## config.mk

```make
export PLATFORM = sky130hd
export DESIGN_NAME = config_userid_nvm_access
export DESIGN_NICKNAME = d
export VERILOG_FILES = /design/src/inc/cfg_nvm_pkg.sv /design/src/logic/config_userid_nvm_access.sv /design/src/logic/cfg_nvm_unlock.sv /design/src/logic/cfg_nvm_store.sv
export VERILOG_INCLUDE_DIRS = /design/src /design/src/inc
export SDC_FILE = /design/constraint.sdc
export NUM_CORES = 1
export LEC_CHECK = 0
export ABC_CLOCK_PERIOD_IN_PS = 5600
export BUFFER_PORTS_ARGS = -buffer_cell sky130_fd_sc_hd__buf_2
export CORE_MARGIN = 4
export CORE_UTILIZATION = 40
export DETAILED_ROUTE_END_ITERATION = 8
export PLACE_DENSITY = 0.56
export SKIP_CTS_REPAIR_TIMING = 1
export SYNTH_ARGS = -nofsm -noshare
export SYNTH_HDL_FRONTEND = slang
export SYNTH_SLANG_ARGS = --single-unit
```

## constraint.sdc

```tcl
create_clock -name clk_i -period 5.6 [get_ports clk_i]
set_input_delay 0 -clock clk_i [delete_from_list [all_inputs] [get_ports clk_i]]
set_output_delay 0 -clock clk_i [all_outputs]
set_load 0.02 [all_outputs]
```

## src/inc/cfg_nvm_defs.svh

```systemverilog
`ifndef CFG_NVM_DEFS_SVH
`define CFG_NVM_DEFS_SVH

// Register byte offsets
`define MCON_OFS 8'h00
`define TPTR_OFS 8'h04
`define TLAT_OFS 8'h08
`define UNLK_OFS 8'h0C
`define STAT_OFS 8'h10
`define TCMD_OFS 8'h14

// memory_control_one fields
`define MCON_REG_LO 0
`define MCON_ERASE 2
`define MCON_WERR 3
`define MCON_WRITE_ENABLE_BIT 4
`define MCON_WR 5

// Status fields
`define STAT_IRQ 0
`define STAT_BUSY 1
`define STAT_PROT 2
`define STAT_ARMED 3

// Table command fields
`define TCMD_RD 0
`define TCMD_WT 1

// Region select codes for configuration space
`define REG_CFG_A 2'h1
`define REG_CFG_B 2'h3

// Configuration space map
`define UID_BASE 22'h20_0000
`define UID_BYTES 16
`define DIA_BASE 22'h2C_0000
`define DIA_BYTES 8
`define CFG_BASE 22'h30_0000
`define CFG_BYTES 10
`define DID_BASE 22'h3F_FFFC
`define DID_BYTES 4

// Reset and fill values
`define ERASED_BYTE 8'hFF
`define CFG_RESET 80'hFFFF_FFFF_FFFF_FFFF_FFFF

// Unlock keys
`define UNLOCK_KEY1 8'h55
`define UNLOCK_KEY2 8'hAA

// Timing
`define CLK_PERIOD_NS 10
`define WRITE_TIME_NS 20000
`define WRITE_CYCLES ((`WRITE_TIME_NS + `CLK_PERIOD_NS - 1) / `CLK_PERIOD_NS)
`define READ_CYCLES 2

`endif

```

## src/inc/cfg_nvm_pkg.sv

```systemverilog
package cfg_nvm_pkg;

  typedef enum logic [2:0] {
    AREA_NONE,
    AREA_UID,
    AREA_DIA,
    AREA_CFG,
    AREA_DID
  } area_t;

  typedef enum logic [1:0] {
    ST_IDLE,
    ST_READ,
    ST_WRITE
  } state_t;

  function automatic area_t classify(input logic [21:0] a);
    if (a >= 22'h20_0000 && a < 22'h20_0010)
      return AREA_UID;
    else if (a >= 22'h2C_0000 && a < 22'h2C_0008)
      return AREA_DIA;
    else if (a >= 22'h30_0000 && a < 22'h30_000A)
      return AREA_CFG;
    else if (a >= 22'h3F_FFFC)
      return AREA_DID;
    else
      return AREA_NONE;
  endfunction : classify

endpackage : cfg_nvm_pkg

```

## src/logic/config_userid_nvm_access.sv

```systemverilog
// Local design decisions: register access over Wishbone and the register offsets.
`timescale 1ns/1ps
`include "cfg_nvm_defs.svh"

// What this block does
// Region codes 01 and 11 route table accesses to configuration space.
// Table read copies the byte at the pointer into the data latch.
// Processor stalls during a configuration-space read, resumes when delivered.
// Reads of invalid locations clear the data latch to zero.
// Only user ID bytes and configuration words are writable.
// Write-start is refused unless write-enable is already set.
// Hardware clears write-enable only on reset; otherwise only software writes change it.
// Software should keep write-enable clear except during updates.
// Software loads pointer and latch, then unlocks, before config writes.
// Protected or invalid config write clears write-start, sets error.
// Config write programs one byte with implicit erase, no erase-select.
// Config write stalls, then clears write-start and sets completion flag.
// New config value takes effect as the processor resumes.
// Software erases a user ID byte before programming it.
// User ID erase sets one byte to FF, stalls, flags completion.
// Software unlocks before every user ID erase or program.
// User ID program: table write, write command, one byte, stall.
// Invalid pointer on user ID operation clears write-start, sets error.
// Reset during a high-voltage operation sets the write-error flag.
// Write-start accepted only after a complete, uninterrupted unlock.
module config_userid_nvm_access
  import cfg_nvm_pkg::*;
#(
  parameter logic [7:0] UNLOCK_KEY1 = `UNLOCK_KEY1,
  parameter logic [7:0] UNLOCK_KEY2 = `UNLOCK_KEY2
)
(
  input wire logic clk_i,
  input wire logic rst_i,
  input wire logic por_i,
  input wire logic wb_cyc_i,
  input wire logic wb_stb_i,
  input wire logic wb_we_i,
  input wire logic [7:0] wb_adr_i,
  input wire logic [3:0] wb_sel_i,
  input wire logic [31:0] wb_dat_i,
  output logic [31:0] wb_dat_o,
  output logic wb_ack_o,
  input wire logic config_write_protect_i,
  output logic cpu_stall_o,
  output logic memory_op_irq_flag_o,
  output logic write_error_flag_o,
  output logic [79:0] config_word_o
);

  localparam logic [11:0] WRITE_CNT = 12'(`WRITE_CYCLES - 1);
  localparam logic [11:0] READ_CNT = 12'(`READ_CYCLES - 1);

  state_t state_r;
  logic [11:0] cnt_r;
  logic ack_r;
  logic [31:0] dat_r;
  logic [1:0] region_r;
  logic erase_sel_r;
  logic write_enable_bit_r;
  logic wr_r;
  logic werr_r;
  logic irq_r;
  logic [21:0] tptr_r;
  logic [7:0] tlat_r;
  logic [7:0] hold_r;
  logic armed;
  logic [7:0] rdata;
  area_t area;
  logic in_cfg;
  logic bus_req;
  logic wr_acc;
  logic rd_acc;
  logic hit_mcon;
  logic hit_tptr;
  logic hit_tlat;
  logic hit_unlk;
  logic hit_stat;
  logic hit_tcmd;
  logic start_req;
  logic start_bad;
  logic start_ok;
  logic read_go;
  logic read_end;
  logic write_end;
  logic store_we;
  logic [7:0] store_data;
  logic [31:0] tptr_wr;

  function automatic logic [31:0] merge(input logic [31:0] old,
                                        input logic [31:0] nv,
                                        input logic [3:0] sel);
    logic [31:0] r;
    r = old;
    for (int i = 0; i < 4; i++)
      if (sel[i])
        r[i*8 +: 8] = nv[i*8 +: 8];
    return r;
  endfunction : merge

  function automatic logic hit(input logic [7:0] adr,
                               input logic [7:0] ofs);
    return adr[7:2] == ofs[7:2];
  endfunction : hit

  assign area = classify(tptr_r);
  assign tptr_wr = merge({10'h000, tptr_r}, wb_dat_i, wb_sel_i);
  assign in_cfg = (region_r == `REG_CFG_A) || (region_r == `REG_CFG_B);

  // Bus answers only while idle, so the core is held off
  assign bus_req = wb_cyc_i && wb_stb_i && !ack_r && state_r == ST_IDLE;
  assign wr_acc = bus_req && wb_we_i;
  assign rd_acc = bus_req && !wb_we_i;

  assign hit_mcon = hit(wb_adr_i, `MCON_OFS);
  assign hit_tptr = hit(wb_adr_i, `TPTR_OFS);
  assign hit_tlat = hit(wb_adr_i, `TLAT_OFS);
  assign hit_unlk = hit(wb_adr_i, `UNLK_OFS);
  assign hit_stat = hit(wb_adr_i, `STAT_OFS);
  assign hit_tcmd = hit(wb_adr_i, `TCMD_OFS);

  // Write-start request from software
  assign start_req = wr_acc && hit_mcon && wb_sel_i[0]
                     && wb_dat_i[`MCON_WR] && !wr_r;
  assign start_ok = start_req && write_enable_bit_r && armed;

  // Only user IDs and, while config_write_protect_i is high, config words are writable
  assign start_bad = !in_cfg || !(area == AREA_UID
                     || (area == AREA_CFG && config_write_protect_i));

  assign read_go = wr_acc && hit_tcmd && wb_sel_i[0]
                   && wb_dat_i[`TCMD_RD];
  assign read_end = state_r == ST_READ && cnt_r == 12'h000;
  assign write_end = state_r == ST_WRITE && cnt_r == 12'h000;
  assign store_we = write_end;

  // Config bytes take the latch; user IDs take the table-write holding byte
  assign store_data = (area == AREA_CFG) ? tlat_r : hold_r;

  cfg_nvm_unlock #(
    .KEY1(UNLOCK_KEY1),
    .KEY2(UNLOCK_KEY2)
  ) u_unlock (
    .clk_i(clk_i),
    .rst_i(rst_i),
    .key_we_i(wr_acc && hit_unlk && wb_sel_i[0]),
    .key_i(wb_dat_i[7:0]),
    .other_we_i(wr_acc && !hit_unlk),
    .consume_i(1'b0),
    .armed_o(armed)
  );

  cfg_nvm_store u_store (
    .clk_i(clk_i),
    .por_i(por_i),
    .addr_i(tptr_r),
    .we_i(store_we),
    .erase_i(erase_sel_r && area == AREA_UID),
    .wdata_i(store_data),
    .rdata_o(rdata),
    .config_word_o(config_word_o)
  );

  // Sequencer
  always_ff @(posedge clk_i)
  begin
    if (rst_i)
    begin
      state_r <= ST_IDLE;
      cnt_r <= 12'h000;
    end
    else
    begin
      case (state_r)
        ST_IDLE:
        begin
          if (start_ok && !start_bad)
          begin
            state_r <= ST_WRITE;
            cnt_r <= WRITE_CNT;
          end
          else if (read_go)
          begin
            state_r <= ST_READ;
            cnt_r <= READ_CNT;
          end
        end
        ST_READ, ST_WRITE:
        begin
          if (cnt_r == 12'h000)
            state_r <= ST_IDLE;
          else
            cnt_r <= cnt_r - 12'h001;
        end
        default:
          state_r <= ST_IDLE;
      endcase
    end
  end

  assign cpu_stall_o = state_r != ST_IDLE;

  // Control fields of memory_control_one
  always_ff @(posedge clk_i)
  begin
    if (rst_i)
    begin
      region_r <= 2'h0;
      erase_sel_r <= 1'b0;
      write_enable_bit_r <= 1'b0;
    end
    else if (wr_acc && hit_mcon && wb_sel_i[0])
    begin
      region_r <= wb_dat_i[`MCON_REG_LO +: 2];
      erase_sel_r <= wb_dat_i[`MCON_ERASE];
      write_enable_bit_r <= wb_dat_i[`MCON_WRITE_ENABLE_BIT];
    end
  end

  // Write-start: bad requests never set it; completion clears it
  always_ff @(posedge clk_i)
  begin
    if (rst_i)
      wr_r <= 1'b0;
    else if (start_ok && !start_bad)
      wr_r <= 1'b1;
    else if (write_end)
      wr_r <= 1'b0;
  end

  // Error flag survives a plain reset; power-on clears it
  always_ff @(posedge clk_i)
  begin
    if (por_i)
      werr_r <= 1'b0;
    else if (rst_i)
    begin
      if (state_r == ST_WRITE)
        werr_r <= 1'b1;
    end
    else if (start_ok && start_bad)
      werr_r <= 1'b1;
    else if (wr_acc && hit_mcon && wb_sel_i[0])
      werr_r <= wb_dat_i[`MCON_WERR];
  end

  // Completion flag, write one to clear, set wins
  always_ff @(posedge clk_i)
  begin
    if (rst_i)
      irq_r <= 1'b0;
    else if (write_end)
      irq_r <= 1'b1;
    else if (wr_acc && hit_stat && wb_sel_i[0] && wb_dat_i[`STAT_IRQ])
      irq_r <= 1'b0;
  end

  // Table pointer
  always_ff @(posedge clk_i)
  begin
    if (rst_i)
      tptr_r <= 22'h00_0000;
    else if (wr_acc && hit_tptr)
      tptr_r <= tptr_wr[21:0];
  end

  // Table data latch: loaded by software or by a finished read
  always_ff @(posedge clk_i)
  begin
    if (rst_i)
      tlat_r <= 8'h00;
    else if (read_end)
    begin
      if (in_cfg && area != AREA_NONE)
        tlat_r <= rdata;
      else
        tlat_r <= 8'h00;
    end
    else if (wr_acc && hit_tlat && wb_sel_i[0])
      tlat_r <= wb_dat_i[7:0];
  end

  // Table write copies the latch into the program holding byte
  always_ff @(posedge clk_i)
  begin
    if (rst_i)
      hold_r <= `ERASED_BYTE;
    else if (wr_acc && hit_tcmd && wb_sel_i[0] && wb_dat_i[`TCMD_WT])
      hold_r <= tlat_r;
  end

  // Bus answer: one cycle ack, unmapped reads return zero
  always_ff @(posedge clk_i)
  begin
    if (rst_i)
      ack_r <= 1'b0;
    else
      ack_r <= bus_req;
  end

  always_ff @(posedge clk_i)
  begin
    if (rst_i)
      dat_r <= 32'h0000_0000;
    else if (rd_acc)
    begin
      dat_r <= 32'h0000_0000;
      if (hit_mcon)
      begin
        dat_r[`MCON_REG_LO +: 2] <= region_r;
        dat_r[`MCON_ERASE] <= erase_sel_r;
        dat_r[`MCON_WERR] <= werr_r;
        dat_r[`MCON_WRITE_ENABLE_BIT] <= write_enable_bit_r;
        dat_r[`MCON_WR] <= wr_r;
      end
      else if (hit_tptr)
        dat_r[21:0] <= tptr_r;
      else if (hit_tlat)
        dat_r[7:0] <= tlat_r;
      else if (hit_stat)
      begin
        dat_r[`STAT_IRQ] <= irq_r;
        dat_r[`STAT_BUSY] <= state_r != ST_IDLE;
        dat_r[`STAT_PROT] <= config_write_protect_i;
        dat_r[`STAT_ARMED] <= armed;
      end
    end
  end

  assign wb_ack_o = ack_r;
  assign wb_dat_o = dat_r;
  assign memory_op_irq_flag_o = irq_r;
  assign write_error_flag_o = werr_r;

endmodule : config_userid_nvm_access

```

## src/logic/cfg_nvm_unlock.sv

```systemverilog
`timescale 1ns/1ps
`include "cfg_nvm_defs.svh"

module cfg_nvm_unlock
  import cfg_nvm_pkg::*;
#(
  parameter logic [7:0] KEY1 = `UNLOCK_KEY1,
  parameter logic [7:0] KEY2 = `UNLOCK_KEY2
)
(
  input wire logic clk_i,
  input wire logic rst_i,
  input wire logic key_we_i,
  input wire logic [7:0] key_i,
  input wire logic other_we_i,
  input wire logic consume_i,
  output logic armed_o
);

  logic half_r;
  logic armed_r;

  // Any foreign write breaks the sequence; reads do not
  always_ff @(posedge clk_i)
  begin
    if (rst_i || other_we_i || consume_i)
    begin
      half_r <= 1'b0;
      armed_r <= 1'b0;
    end
    else if (key_we_i)
    begin
      half_r <= (key_i == KEY1);
      armed_r <= half_r && (key_i == KEY2);
    end
  end

  assign armed_o = armed_r;

endmodule : cfg_nvm_unlock

```

## src/logic/cfg_nvm_store.sv

```systemverilog
`timescale 1ns/1ps
`include "cfg_nvm_defs.svh"

module cfg_nvm_store
  import cfg_nvm_pkg::*;
#(
  parameter logic [63:0] DIA_VALUE = 64'h0123_4567_89AB_CDEF,
  // Arbitrary identification value
  parameter logic [31:0] DID_VALUE = 32'h1234_5678
)
(
  input wire logic clk_i,
  input wire logic por_i,
  input wire logic [21:0] addr_i,
  input wire logic we_i,
  input wire logic erase_i,
  input wire logic [7:0] wdata_i,
  output logic [7:0] rdata_o,
  output logic [79:0] config_word_o
);

  logic [7:0] uid_r [`UID_BYTES];
  logic [7:0] cfg_r [`CFG_BYTES];
  logic [3:0] idx;
  area_t area;

  assign area = classify(addr_i);
  assign idx = addr_i[3:0];

  // User ID programs only pull bits low, erase sets FF; config cells erase implicitly
  always_ff @(posedge clk_i)
  begin
    if (por_i)
    begin
      for (int i = 0; i < `UID_BYTES; i++)
        uid_r[i] <= `ERASED_BYTE;
      for (int i = 0; i < `CFG_BYTES; i++)
        cfg_r[i] <= `ERASED_BYTE;
    end
    else if (we_i && area == AREA_UID)
      uid_r[idx] <= erase_i ? `ERASED_BYTE : (uid_r[idx] & wdata_i);
    else if (we_i && area == AREA_CFG)
      cfg_r[idx] <= wdata_i;
  end

  always_comb
  begin
    case (area)
      AREA_UID: rdata_o = uid_r[idx];
      AREA_CFG: rdata_o = cfg_r[idx];
      AREA_DIA: rdata_o = DIA_VALUE[{idx[2:0], 3'h0} +: 8];
      AREA_DID: rdata_o = DID_VALUE[{idx[1:0], 3'h0} +: 8];
      default: rdata_o = 8'h00;
    endcase
  end

  always_comb
  begin
    for (int i = 0; i < `CFG_BYTES; i++)
      config_word_o[i*8 +: 8] = cfg_r[i];
  end

endmodule : cfg_nvm_store

```

==> run summary <==
status: complete, but fails checks
failing checks: hold timing
initial antenna violation count: 0
Synth cell types: 71
CTS Buf Count: 39
WP data required: 5.86 ns
port bufs: 143
final antenna-violating net count: 0
WS Path Type: register to register
Final Slew Violations: 0
CTS root buf: clkbuf_16
DR iter-0 viols: 1021
Remaining Overflow, GRT: 0
pre-CTS WS: 1.50 ns
Syn-to-layout area delta: 17.5%
TritonCTS Sinks: 344
Crit path top cell by count: nor4_4
Via density: 5.49
RSZ-0062 raised after global routing: false
clock-pin slew on the worst setup and hold paths: 0.06 ns
worst-path fanout max: 9
core area: 38800 µm²
Syn Inst Count: 1286
global-route wire length before repair: 67.4 mm
number of synthesized flops with an enable pin: 256
TritonCTS clock tree: yes
Nets: 1537
layout cells sized above 1: 21.8%
Crit-path slowest cell: or4b_2
Starting Density: 40.7%
die area: 42800 µm²
Max VDD drop: 196 µV
post-DP HPWL: 30.9 mm
io pins: 167
Fin Hold WS: -0.0189 ns
Setup violations, final: 0
Fillers: 3520
Clk Latency, worst-skew pair: 0.57 ns
CP Cell Sequence: inv_1, ha_1, or4b_2, nor4_4, and2_0, nand3b_1, nor4_4, or2_2
chip height: 207 µm
Initial DRT Pass Iterations: 5
setup_tns: 0 ns
gr usage total: 20.8%
Least-Margin Pin Slew: 1.05 ns
Switching Share: 22.2%
htree depth: 2
power share of the combinational group: 4.3%
cell area power density: 299 nW/µm²
clock skew: 0.0286 ns
FF+latch count, synth: 344
clk buf depth: 3
CP max stage delay: 0.69 ns
dpl cells: 1927
Final Cycle Share: 73.8%
Antenna diodes: 0
Seq pwr share: 51.2%
num rows: 72
maxcap violations: 0
P_sw: 1.23 mW
global placement routability congestion: 0.842
Final Cell Area: 18600 µm²
synth warn: 0
Tot Pwr: 5.56 mW
DRC violations left: 0
final hold vios: 1
post-route insts no fill: 2022
proportion of power drawn by the clock network: 44.4%
largest net degree at the start of global routing: 87
worst setup margin: 1.47 ns
Mapped Area: 15800 µm²
width of the die: 207 µm
Min-Delay Path Class: primary input to register
sequential share of the synthesized area: 59.8%
syn_area_per_cell: 12.3 µm²
number of global-route vias before repair: 10800
arrival time worst endpoint: 4.39 ns
highest clock rate: 242 MHz
Worst setup EP type: register
max_slew headroom: 29.9%
Power Internal: 4.33 mW
leakage: 6.35 nW
ys async rst share: 0%
Post-synth top flop: edfxtp_1
wire per inst: 21.9 µm
CP startpoint kind: register
final WL: 44.2 mm
Min Clock Period, post-route: 4.13 ns
vias: 11100
placed inst area: 17100 µm²
critical path: cells and delay by family (launching register included):
| family | cells | cell delay, ns |
|---|---|---|
| flip-flops | 1 | 0.32 |
| AND/OR/NAND/NOR | 6 | 3.14 |
| buffers and inverters | 1 | 0.11 |
| adder cells (fa/ha/maj) | 1 | 0.25 |
state kept, by name, summed over array words and instances, names as in the netlist, 8 cells and up, named ones only:
signal         count
tptr_r            22
hold_r             8
cnt_r             12
u_store.cfg_r    128
tlat_r             8
wb_dat_o          22
u_store.uid_r    128
synthesized netlist by cell type (13+ instances only):
cell      number  area share [%]
edfxtp_1     256              49
buf_1         13            0.31
o21ai_0       16            0.51
inv_1         18            0.43
dfxtp_1       88              11
a21oi_1       35             1.1
nor3_1        17            0.54
nand2_1      208             4.9
nor2_1        93             2.2
nand3_1       77             2.4
a21o_1        17            0.81
clkbuf_1      55             1.3
and3_1        14            0.55
nor2_2        14            0.55
mux2i_1       46             2.9
mux4_2        58             8.3
a22oi_1       33             1.6
nor2b_1       15            0.59
layout by cell type, fill, tap and decap left out, types with 8 or more instances in the layout:
cell type,synthesis,final
nor2b_1,15,15
clkbuf_1,55,10
ha_1,8,8
nand4_1,11,11
a21o_1,17,17
o211ai_1,8,8
mux2i_1,46,46
or2_2,9,9
mux4_2,58,58
inv_1,18,18
a211oi_1,8,8
nand2_1,208,208
nand3b_1,10,10
nor2_1,93,93
edfxtp_1,256,256
buf_4,11,13
dfxtp_1,88,84
o22ai_1,10,10
clkinv_1,0,9
dlygate4sd3_1,0,28
buf_2,9,143
and3_1,14,14
nand3_1,77,77
conb_1,1,58
nor3_1,17,17
a21oi_1,35,35
mux2_2,11,11
nand2b_1,8,8
and2_1,9,9
a22oi_1,33,33
nor2_4,8,8
o21ai_0,16,16
nor2_2,14,14
clkbuf_16,0,39
cell families after synthesis:
kind of cell    Yosys count  share of synthesized area [%]
compound gates          168                           7.27
fa+ha+maj                 8                          0.633
buf+inv                 108                           2.95
flops                   344                           59.8
mux                     115                           12.0
other cells               1                         0.0237
simple gates            542                           17.4
stage by stage:
| step | hold WS [ns] | utilization [%] |
|---|---|---|
| detailed placement | 0.243 | 44.0 |
| global placement | 0.232 | 44.0 |
| floorplan | 0.144 | - |
| finish | -0.0189 | 47.8 |
| global route | 0.00844 | 47.8 |
| CTS | -0.344 | 47.1 |
path summary, 6_finish.rpt:
| path | from | endpoint | slack [ns] | cells after the start |
|---|---|---|---|---|
| max | cnt_r[0]$_SDFFE_PP0P_ | u_store.cfg_r[8][0]$_SDFFCE_PN1P_ | 1.47 | 8 |
| min | wb_adr_i[5] | state_r[0]$_SDFFE_PP0P_ | -0.02 | 5 |
| max reg2reg | cnt_r[0]$_SDFFE_PP0P_ | u_store.cfg_r[8][0]$_SDFFCE_PN1P_ | 1.47 | 8 |
| min reg2reg | hold_r[6]$_SDFFE_PP1P_ | hold_r[6]$_SDFFE_PP1P_ | 0.46 | 2 |
cell type report:
class                   count  area, µm²  area share, %
flip-flops and latches    344       9460           50.9
inverters                  18       67.6          0.364
repair buffers            184       1090           5.89
clock inverters            18        193           1.04
well taps                 518        648           3.49
multi-input cells         891       6110           32.9
clock buffers              49       1010           5.46
power by group through the flow:
stage / combinational, mW / clock, mW / sequential (mW)
2_1_floorplan: 0.119 / 0 / 2.91
3_3_place_gp: 0.226 / 0 / 2.90
3_5_place_dp: 0.226 / 0 / 2.90
4_1_cts: 0.227 / 2.52 / 2.85
5_1_grt: 0.261 / 2.62 / 2.85
6_report: 0.242 / 2.47 / 2.85
metal layers:
metal  track usage (%)  vias to the layer above  wire length (µm)  share of wire [%]
met5                 0                        -                 0                  0
met2              33.2                      346             20800                 47
met3              4.25                       54              2810                6.4
met1              29.9                     5574             19900                 45
li1                  -                     5134                 -                  -
met4              4.23                        0               641                1.4
Power figures use the tool's default switching activity.
